### config.mk
export PLATFORM = sky130hd
export DESIGN_NAME = ldr_distributed_ram
export DESIGN_NICKNAME = d
export VERILOG_FILES = /design/src/ldr_pkg.sv /design/src/ldr_edge_detect.sv /design/src/ldr_lut_read.sv /design/src/ldr_distributed_ram.sv
export SDC_FILE = /design/constraint.sdc
export NUM_CORES = 1
export LEC_CHECK = 0
export BUFFER_PORTS_ARGS = -buffer_cell sky130_fd_sc_hd__buf_2
export CAP_MARGIN = 5
export CORE_AREA = 2 2 118 120
export DETAILED_ROUTE_END_ITERATION = 8
export DIE_AREA = 0 0 120 122
export GPL_ROUTABILITY_DRIVEN = 0
export GPL_TIMING_DRIVEN = 0
export HOLD_SLACK_MARGIN = 0.08
export PLACE_DENSITY_LB_ADDON = 0.25
export REMOVE_ABC_BUFFERS = 1
export SETUP_SLACK_MARGIN = 0.1
export SLEW_MARGIN = 20
export SYNTH_ARGS = -nofsm -noshare
export SYNTH_HDL_FRONTEND = slang
export SYNTH_SLANG_ARGS = --single-unit
### constraint.sdc
create_clock -name clock_in -period 3.7 [get_ports clock_in]
set_input_delay 0.555 -clock clock_in [delete_from_list [all_inputs] [get_ports clock_in]]
set_output_delay 0.555 -clock clock_in [all_outputs]
set_load 0.03 [all_outputs]
### src/ldr_pkg.sv
// Shared constants and types for the lookup-table distributed memory block.
`default_nettype none

package ldr_pkg;

	// ------------------------------------------------------------------
	// Memory organisation
	// ------------------------------------------------------------------
	localparam int unsigned ARRAY_DEPTH = 16;
	localparam int unsigned TOTAL_DEPTH = 32;
	localparam int unsigned ADDR_W      = 4;
	localparam int unsigned WIDE_ADDR_W = 5;
	localparam logic [31:0] INIT_DEFAULT = 32'h0000_0000;

	// ------------------------------------------------------------------
	// Register map
	// ------------------------------------------------------------------
	localparam logic [7:0] CTRL_OFS  = 8'h00;
	localparam logic [7:0] STAT_OFS  = 8'h04;
	localparam logic [7:0] COUNT_OFS = 8'h08;

	localparam int unsigned CTRL_MODE_LSB = 0;
	localparam int unsigned CTRL_FALL_BIT = 2;

	localparam int unsigned STAT_PRI_BIT  = 0;
	localparam int unsigned STAT_SEC_BIT  = 1;
	localparam int unsigned STAT_MODE_LSB = 2;
	localparam int unsigned STAT_FALL_BIT = 4;
	localparam int unsigned STAT_PEND_BIT = 5;

	localparam logic       FALL_RST  = 1'b0;
	localparam logic [15:0] COUNT_RST = 16'h0000;

	// ------------------------------------------------------------------
	// Timing
	// ------------------------------------------------------------------
	localparam int unsigned WRITE_LAT_CYC = 2;

	typedef enum logic [1:0] {
		LDR_SP16,
		LDR_SP16X2,
		LDR_SP32,
		LDR_DP16
	} ldr_mode_e;

	localparam ldr_mode_e MODE_RST = LDR_SP16;

endpackage : ldr_pkg

`default_nettype wire

### src/ldr_edge_detect.sv
// Detects the selected edge of the sampled write clock.
`timescale 1ns/10ps
`default_nettype none

module ldr_edge_detect (
	input  wire logic clock_in,
	input  wire logic srst_in,
	input  wire logic sample_in,
	input  wire logic fall_sel_in,
	output logic      edge_out
);

	typedef struct packed {
		logic prev;
	} ldr_edge_s;

	ldr_edge_s state_r;
	ldr_edge_s state_nxt;

	// Previous sample follows the pin even in reset to avoid a false edge.
	always_comb begin
		state_nxt      = state_r;
		state_nxt.prev = sample_in;
	end

	always_ff @(posedge clock_in) begin
		state_r <= state_nxt;
	end

	assign edge_out = fall_sel_in ? (state_r.prev & ~sample_in) : (~state_r.prev & sample_in);

	rise_detect_a: assert property (@(posedge clock_in) disable iff (srst_in)
		(!fall_sel_in && $rose(sample_in)) |-> edge_out)
		else $error("Rising write clock edge was not detected.");

endmodule : ldr_edge_detect

`default_nettype wire

### src/ldr_lut_read.sv
// Combinational read of one sixteen-entry lookup table array.
`timescale 1ns/10ps
`default_nettype none

module ldr_lut_read (
	input  wire logic [15:0] array_in,
	input  wire logic [3:0]  addr_in,
	output logic             bit_out
);

	assign bit_out = array_in[addr_in];

endmodule : ldr_lut_read

`default_nettype wire

### src/ldr_distributed_ram.sv
// Distributed memory of one logic cell block with its control registers.
`timescale 1ns/10ps
`default_nettype none

module ldr_distributed_ram #(
	parameter logic [31:0] INIT_VALUE = ldr_pkg::INIT_DEFAULT,
	parameter int unsigned REG_AW     = 8
) (
	input  wire logic              clock_in,
	input  wire logic              srst_in,
	input  wire logic              config_load_in,
	input  wire logic [REG_AW-1:0] reg_addr_in,
	input  wire logic [31:0]       reg_wdata_in,
	input  wire logic              reg_wr_in,
	input  wire logic              reg_rd_in,
	output logic      [31:0]       reg_rdata_out,
	input  wire logic              write_clk_in,
	input  wire logic              write_strobe_in,
	input  wire logic [4:0]        addr_a_in,
	input  wire logic              data_a_in,
	input  wire logic [3:0]        addr_b_in,
	input  wire logic              data_b_in,
	output logic                   primary_read_out,
	output logic                   second_read_out
);

	// ------------------------------------------------------------------
	// Elaboration checks
	// ------------------------------------------------------------------
	if (REG_AW < 4 || REG_AW > 8) begin : g_bad_aw
		$error("Register address width must lie between 4 and 8.");
	end

	// ------------------------------------------------------------------
	// State
	// ------------------------------------------------------------------
	typedef struct packed {
		ldr_pkg::ldr_mode_e mode;
		logic               fall_sel;
		logic [31:0]        mem;
		logic               cap_we;
		logic [4:0]         cap_addr;
		logic [3:0]         cap_addr_b;
		logic               cap_din;
		logic               cap_din_b;
		logic [15:0]        wr_count;
		logic [31:0]        rdata;
	} ldr_state_s;

	ldr_state_s state_r;
	ldr_state_s state_nxt;

	logic        write_edge;
	logic [31:0] wr_mask;
	logic [31:0] wr_val;
	logic        lower_bit;
	logic        upper_bit;
	logic [3:0]  upper_addr;

	// ------------------------------------------------------------------
	// Functions
	// ------------------------------------------------------------------
	function automatic logic [15:0] dec16(input logic [3:0] a);
		return 16'h0001 << a;
	endfunction : dec16

	function automatic logic reg_hit(input logic [REG_AW-1:0] a, input logic [7:0] ofs);
		return a == ofs[REG_AW-1:0];
	endfunction : reg_hit

	// ------------------------------------------------------------------
	// Write clock edge
	// ------------------------------------------------------------------
	ldr_edge_detect u_edge (
		.clock_in    (clock_in),
		.srst_in     (srst_in),
		.sample_in   (write_clk_in),
		.fall_sel_in (state_r.fall_sel),
		.edge_out    (write_edge)
	);

	// ------------------------------------------------------------------
	// Write decode
	// ------------------------------------------------------------------
	always_comb begin
		wr_mask = 32'h0000_0000;
		wr_val  = 32'h0000_0000;
		case (state_r.mode)
			ldr_pkg::LDR_SP16: begin
				wr_mask = {16'h0000, dec16(state_r.cap_addr[3:0])};
				wr_val  = {16'h0000, {16{state_r.cap_din}}};
			end
			ldr_pkg::LDR_SP16X2: begin
				wr_mask = {dec16(state_r.cap_addr_b), dec16(state_r.cap_addr[3:0])};
				wr_val  = {{16{state_r.cap_din_b}}, {16{state_r.cap_din}}};
			end
			ldr_pkg::LDR_SP32: begin
				wr_mask = 32'h0000_0001 << state_r.cap_addr;
				wr_val  = {32{state_r.cap_din}};
			end
			ldr_pkg::LDR_DP16: begin
				wr_mask = {dec16(state_r.cap_addr[3:0]), dec16(state_r.cap_addr[3:0])};
				wr_val  = {32{state_r.cap_din}};
			end
			default: begin
				wr_mask = 32'h0000_0000;
				wr_val  = 32'h0000_0000;
			end
		endcase
	end

	// ------------------------------------------------------------------
	// Next state
	// ------------------------------------------------------------------
	always_comb begin
		state_nxt       = state_r;
		state_nxt.rdata = 32'h0000_0000;
		state_nxt.cap_we = write_edge & write_strobe_in;
		if (write_edge) begin
			state_nxt.cap_addr   = addr_a_in;
			state_nxt.cap_addr_b = addr_b_in;
			state_nxt.cap_din    = data_a_in;
			state_nxt.cap_din_b  = data_b_in;
		end
		if (state_r.cap_we) begin
			state_nxt.mem      = (state_r.mem & ~wr_mask) | (wr_val & wr_mask);
			state_nxt.wr_count = state_r.wr_count + 16'h0001;
		end
		if (reg_wr_in && reg_hit(reg_addr_in, ldr_pkg::CTRL_OFS)) begin
			state_nxt.mode     = ldr_pkg::ldr_mode_e'(reg_wdata_in[ldr_pkg::CTRL_MODE_LSB +: 2]);
			state_nxt.fall_sel = reg_wdata_in[ldr_pkg::CTRL_FALL_BIT];
		end
		if (reg_rd_in) begin
			if (reg_hit(reg_addr_in, ldr_pkg::CTRL_OFS)) begin
				state_nxt.rdata[ldr_pkg::CTRL_MODE_LSB +: 2] = state_r.mode;
				state_nxt.rdata[ldr_pkg::CTRL_FALL_BIT]      = state_r.fall_sel;
			end else if (reg_hit(reg_addr_in, ldr_pkg::STAT_OFS)) begin
				state_nxt.rdata[ldr_pkg::STAT_PRI_BIT]       = primary_read_out;
				state_nxt.rdata[ldr_pkg::STAT_SEC_BIT]       = second_read_out;
				state_nxt.rdata[ldr_pkg::STAT_MODE_LSB +: 2] = state_r.mode;
				state_nxt.rdata[ldr_pkg::STAT_FALL_BIT]      = state_r.fall_sel;
				state_nxt.rdata[ldr_pkg::STAT_PEND_BIT]      = state_r.cap_we;
			end else if (reg_hit(reg_addr_in, ldr_pkg::COUNT_OFS)) begin
				state_nxt.rdata[15:0] = state_r.wr_count;
			end
		end
		if (config_load_in) begin
			state_nxt.mem = INIT_VALUE;
		end
		if (srst_in) begin
			state_nxt.mode     = ldr_pkg::MODE_RST;
			state_nxt.fall_sel = ldr_pkg::FALL_RST;
			state_nxt.cap_we   = 1'b0;
			state_nxt.wr_count = ldr_pkg::COUNT_RST;
			state_nxt.rdata    = 32'h0000_0000;
		end
	end

	always_ff @(posedge clock_in) begin
		state_r <= state_nxt;
	end

	// ------------------------------------------------------------------
	// Read paths
	// ------------------------------------------------------------------
	// second address reads upper array, except in LDR_SP32 where the primary address does.
	assign upper_addr = (state_r.mode == ldr_pkg::LDR_SP32) ? addr_a_in[3:0] : addr_b_in;

	// lower array read at primary address.
	ldr_lut_read u_lower (
		.array_in (state_r.mem[15:0]),
		.addr_in  (addr_a_in[3:0]),
		.bit_out  (lower_bit)
	);

	ldr_lut_read u_upper (
		.array_in (state_r.mem[31:16]),
		.addr_in  (upper_addr),
		.bit_out  (upper_bit)
	);

	always_comb begin
		if (state_r.mode == ldr_pkg::LDR_SP32 && addr_a_in[4]) begin
			primary_read_out = upper_bit;
		end else begin
			primary_read_out = lower_bit;
		end
	end

	assign second_read_out = (state_r.mode == ldr_pkg::LDR_SP16X2 ||
		state_r.mode == ldr_pkg::LDR_DP16) ? upper_bit : 1'b0;

	assign reg_rdata_out = state_r.rdata;

	// ------------------------------------------------------------------
	// Checks
	// ------------------------------------------------------------------
	// stored value matches captured data.
	write_stores_a: assert property (@(posedge clock_in) disable iff (srst_in)
		(state_r.cap_we && !config_load_in) |=>
		((state_r.mem & $past(wr_mask)) == ($past(wr_val) & $past(wr_mask))))
		else $error("Write pulse did not store the captured data.");

	no_write_a: assert property (@(posedge clock_in) disable iff (srst_in)
		(!state_r.cap_we && !config_load_in) |=> $stable(state_r.mem))
		else $error("Memory changed without a write pulse.");

	reset_keeps_a: assert property (@(posedge clock_in)
		(srst_in && !state_r.cap_we && !config_load_in) |=> $stable(state_r.mem))
		else $error("Reset altered stored memory bits.");

	capture_edge_a: assert property (@(posedge clock_in) disable iff (srst_in)
		(!state_r.fall_sel && $rose(write_clk_in) && write_strobe_in) |=> state_r.cap_we)
		else $error("Active edge with strobe high did not start a write.");

	strobe_low_a: assert property (@(posedge clock_in) disable iff (srst_in)
		!write_strobe_in |=> !state_r.cap_we)
		else $error("Write started with strobe low.");

	falling_sel_a: assert property (@(posedge clock_in) disable iff (srst_in)
		(state_r.fall_sel && $rose(write_clk_in)) |=> !state_r.cap_we)
		else $error("Rising edge wrote while falling edge selected.");

	config_init_a: assert property (@(posedge clock_in)
		config_load_in |=> (state_r.mem == INIT_VALUE))
		else $error("Configuration load did not set the initial value.");

	read_after_write_a: assert property (@(posedge clock_in) disable iff (srst_in)
		(write_edge && write_strobe_in && state_r.mode == ldr_pkg::LDR_SP16) ##2
		(addr_a_in[3:0] == $past(addr_a_in[3:0], 2) && !$past(config_load_in) &&
		!$past(write_edge) && state_r.mode == ldr_pkg::LDR_SP16) |->
		(primary_read_out == $past(data_a_in, 2)))
		else $error("Primary output did not show the written value.");

	// both dual-port outputs show new data.
	dual_same_a: assert property (@(posedge clock_in) disable iff (srst_in)
		(state_r.cap_we && state_r.mode == ldr_pkg::LDR_DP16 && !config_load_in) ##1
		(addr_a_in[3:0] == $past(state_r.cap_addr[3:0]) && addr_b_in == addr_a_in[3:0] &&
		state_r.mode == ldr_pkg::LDR_DP16) |->
		(primary_read_out == $past(state_r.cap_din) && second_read_out == primary_read_out))
		else $error("Dual-port outputs disagree after a write.");

	// second port reads during a write.
	dual_read_a: assert property (@(posedge clock_in) disable iff (srst_in)
		(state_r.mode == ldr_pkg::LDR_DP16) |-> (second_read_out == state_r.mem[16 + addr_b_in]))
		else $error("Second port did not read the upper array.");

	// dual-port writes keep halves equal at address.
	dual_upper_a: assert property (@(posedge clock_in) disable iff (srst_in)
		(state_r.cap_we && state_r.mode == ldr_pkg::LDR_DP16 && !config_load_in) |=>
		(state_r.mem[16 + $past(state_r.cap_addr[3:0])] == state_r.mem[$past(state_r.cap_addr[3:0])]))
		else $error("Dual-port write did not reach both arrays.");

	// top address bit selects upper half.
	wide_read_a: assert property (@(posedge clock_in) disable iff (srst_in)
		(state_r.mode == ldr_pkg::LDR_SP32) |-> (primary_read_out == state_r.mem[addr_a_in]))
		else $error("Wide read did not use five address bits.");

	narrow_write_a: assert property (@(posedge clock_in) disable iff (srst_in)
		(state_r.cap_we && state_r.mode == ldr_pkg::LDR_SP16 && !config_load_in) |=>
		$stable(state_r.mem[31:16]))
		else $error("Narrow write disturbed the upper array.");

	// second array reads its own address.
	pair_read_a: assert property (@(posedge clock_in) disable iff (srst_in)
		(state_r.mode == ldr_pkg::LDR_SP16X2) |->
		(second_read_out == state_r.mem[16 + addr_b_in] &&
		primary_read_out == state_r.mem[addr_a_in[3:0]]))
		else $error("Paired arrays read the wrong locations.");

	second_no_write_a: assert property (@(posedge clock_in) disable iff (srst_in)
		(state_r.cap_we && state_r.mode == ldr_pkg::LDR_DP16 && !config_load_in &&
		state_r.cap_addr_b != state_r.cap_addr[3:0]) |=>
		(state_r.mem[16 + $past(state_r.cap_addr_b)] == $past(state_r.mem[16 + state_r.cap_addr_b])))
		else $error("Second address caused a write.");

	// second output zero outside paired modes.
	second_idle_a: assert property (@(posedge clock_in) disable iff (srst_in)
		(state_r.mode == ldr_pkg::LDR_SP16 || state_r.mode == ldr_pkg::LDR_SP32) |-> !second_read_out)
		else $error("Second output active in a single-array mode.");

	lower_read_a: assert property (@(posedge clock_in) disable iff (srst_in)
		(state_r.mode == ldr_pkg::LDR_DP16) |-> (primary_read_out == state_r.mem[addr_a_in[3:0]]))
		else $error("Primary output did not read the lower array.");

	fall_capture_a: assert property (@(posedge clock_in) disable iff (srst_in)
		(state_r.fall_sel && $fell(write_clk_in) && write_strobe_in) |=> state_r.cap_we)
		else $error("Active falling edge with strobe high did not start a write.");

	capture_hold_a: assert property (@(posedge clock_in) disable iff (srst_in)
		write_edge |=> (state_r.cap_addr == $past(addr_a_in) && state_r.cap_din == $past(data_a_in)))
		else $error("Active edge did not capture address and data.");

	single_read_a: assert property (@(posedge clock_in) disable iff (srst_in)
		(state_r.mode == ldr_pkg::LDR_SP16 && !config_load_in) |->
		(primary_read_out == state_r.mem[addr_a_in[3:0]]))
		else $error("Primary output did not show the addressed location.");

	wide_write_a: assert property (@(posedge clock_in) disable iff (srst_in)
		(state_r.cap_we && state_r.mode == ldr_pkg::LDR_SP32 && !config_load_in &&
		state_r.cap_addr[4]) |=> $stable(state_r.mem[15:0]))
		else $error("Wide write to the upper half disturbed the lower array.");

endmodule : ldr_distributed_ram

`default_nettype wire

==> impl_metrics.yaml <==
run_status:
  outcome: "completed"
timing:
  slew_headroom_pct: 56.9
  setup_tns_ns: 0
  tightestPinTransition_ns: 0.646
  hold_viol: 0
  clock.fmax_ghz: 0.303
  fin_crit_ns: 3.30
  final.period_utilization_pct: 89.2
  setup_violations: 0
  clock_skew_ns: 0.00792
  rsz0062_at_grt: "no"
  final_max_slew_viol_count: 0
drt:
  vias_per_cell: 4.69
  vias: 3056
  drt-total-wl_um: 9270
  remaining_drc_errors: 0
  antenna_left: 0
  drt-initial-drc-count: 142
  wl_per_cell_um: 14.2
  drtPass1Iterations: 4
place:
  hpwl_um: 6760
  place_inst: 636
  portBuffers: 46
worst_setup_path:
  reg2reg_depth: 8
  cp_cell_sequence: "nand2b_2 > mux2i_4 > a21oi_1 > a22oi_1 > nand3_1 > a41oi_2 > buf_2"
  start_kind: "flip-flop"
  crit_start: "state_r[93]"
  critPathMaxStageDelay_ns: 0.55
  worstReg2RegStart: "state_r[93]"
  crit_arrival_ns: 2.75
  path_class: "reg2out"
  reg2reg_slack_ns: 1.31
  cp-end-kind: "output pin"
  cp_max_fo: 12
  crit_required_ns: 3.14
  critPathSlowestCell: "dfxtp_1"
  r2r-end: "reg_rdata_out[0]"
  cp-endpoint: "primary_read_out"
global_route:
  antenna_found_initial: 0
  grt_pass1_wl_um: 15200
  grt_pass1_vias: 2965
  grt-ovfl-total: 0
  grtUsageTotal_pct: 13.4
  grt_max_degree: 33
clock_tree:
  cts_root_buf: "clkbuf_16"
  post_cts_buffers: 0
  clk_latency_ns: 0.34
  cts_tree: "built"
  ctsHoldBuffers: 0
  cts_buffers: 9
  clock_path_buffers: 2
  h-tree-depth: 3
  clk_pin_slew_ns: 0.07
  cts.sinks: 80
yosys:
  netlist_area_mm2: 0.00394
  synth_seq_cells: 80
  synth_ff_type: "dfxtp_1"
  syn_avg_cell_area_um2: 8.88
  synth_top_area_share_pct: 35.1
  async_reset_ff_share_pct: 0
  ys_seq_area_share_pct: 43.5
  syn-instance-count: 443
  synthTopCellsByArea: "dfxtp_1 35%, edfxtp_1 8.4%, mux2i_1 7.6%, nor2_1 6.4%, buf_4 6.1%"
  yosysTopAreaCell: "dfxtp_1"
  synth_edf_count: 11
  yosysUniqueCellTypes: 51
  synth_warnings: 0
layout:
  fin_nets: 526
  n_fill_cell: 1411
  drive_gt1_share_pct: 15.7
  n_antenna_cell: 0
  fin_cells: 652
  syn_to_final_growth_pct: 13.0
floorplan:
  rows: 43
  pin_count: 92
  die_y_um: 122
  core_mm2: 0.0135
  die_width_um: 120
  dieArea_mm2: 0.0146
  start_util_pct: 29.1
pwr:
  leakagePower_nw: 1.77
  powerDensity_mw_per_mm2: 427
  ir_worst_vdd_uv: 307
  total_power_mw: 1.90
min_path:
  timing.hold.worst.class: "in2reg"
flow_run:
  maxCapViolCount: 0
## Yosys cell counts, drive strengths merged, types with 3 or more instances
cell type  count
nand2         58
a21oi         24
mux2i         31
nor2          67
inv            3
or3            6
and2          12
dfxtp         69
nor2b          6
nor3          11
a22oi          9
xor2           9
edfxtp        11
clkbuf        13
o21ai          9
nand2b         7
mux4           5
o22ai         10
buf           36
nor3b          4
nand3b         6
nand3          8
and3           3
## cells in the final DEF, fill, tap and decap left out, types with 7 or more instances in the layout
master,count
nand3_1,8
and2_1,12
mux2i_1,30
clkbuf_16,10
dfxtp_1,69
edfxtp_1,11
o22ai_1,10
buf_2,46
nand2_1,58
a22oi_1,9
o21ai_0,7
conb_1,16
nor3_1,11
a21oi_1,22
xor2_1,9
nor2_1,67
## stage by stage
stage | util (%) | hold WS, ns | setup WS (ns) | cell area [um^2]
5_1_grt | 32.9 | 0.334 | 0.170 | 4450
3_3_place_gp | 30.6 | 0.468 | 0.685 | 4130
2_1_floorplan | - | 0.450 | 1.19 | 3680
6_report | 32.9 | 0.338 | 0.399 | 4450
4_1_cts | 32.9 | 0.328 | 0.299 | 4440
3_5_place_dp | 30.6 | 0.470 | 0.682 | 4140
## cell families after synthesis
| family | count (synthesis) | synth area share (%) |
|---|---|---|
| buffers and inverters | 52 | 8.30 |
| other | 1 | 0.0953 |
| AOI/OAI and AO/OA | 64 | 10.3 |
| adders and majority gates | 1 | 0.318 |
| muxes | 37 | 11.6 |
| DFF | 80 | 43.5 |
| and+or+nand+nor | 198 | 23.6 |
| xor gates and xnor gates | 10 | 2.23 |
## worst max-delay path: cells and delay by family, from the launching register on
| family | cells | cell delay, ns |
|---|---|---|
| simple gates | 2 | 0.45 |
| compound gates | 3 | 0.76 |
| buf+inv | 1 | 0.25 |
| mux | 1 | 0.38 |
| flops | 1 | 0.55 |
## layer usage
| metal | track usage, % | wire length (um) |
|---|---|---|
| met1 | 17.4 | 4360 |
| met2 | 21.0 | 4360 |
| met3 | 4.07 | 386 |
| met4 | 4.85 | 164 |
| met5 | 0 | 0 |
## timing repair
item / in CTS / in global routing
endpoints found under the setup margin: 0 / 1
hold endpoints to repair: 0 / 0
gates resized for setup: 0 / 1
## worst min-delay path by stage
stage | start | end | depth (start not counted) | slack (ns)
floorplan | state_r[47] | reg_rdata_out[15] | 1 | 0.45
global placement | state_r[47] | reg_rdata_out[15] | 1 | 0.47
detailed placement | state_r[47] | reg_rdata_out[15] | 1 | 0.47
CTS | write_clk_in | u_edge.state_r | 1 | 0.33
global route | write_clk_in | u_edge.state_r | 1 | 0.33
finish | write_clk_in | u_edge.state_r | 1 | 0.34
## report_power, final
part / internal (mW) / leakage (nW) / switching, mW
Clock: 0.508 / 0.151 / 0.393
Sequential: 0.888 / 0.659 / 0.0115
Combinational: 0.0289 / 0.959 / 0.0705
## layout make-up
class                           count  area (um^2)  area share, %
Clock buffer                       10          250           5.63
Tap cell                          180          225           5.06
Clock inverter                      6         55.1           1.24
Inverter                            3         11.3          0.253
Timing Repair Buffer               47          238           5.35
Multi-Input combinational cell    326         1960           44.0
Sequential cell                    80         1710           38.5
(Power assumes the default switching activity.)
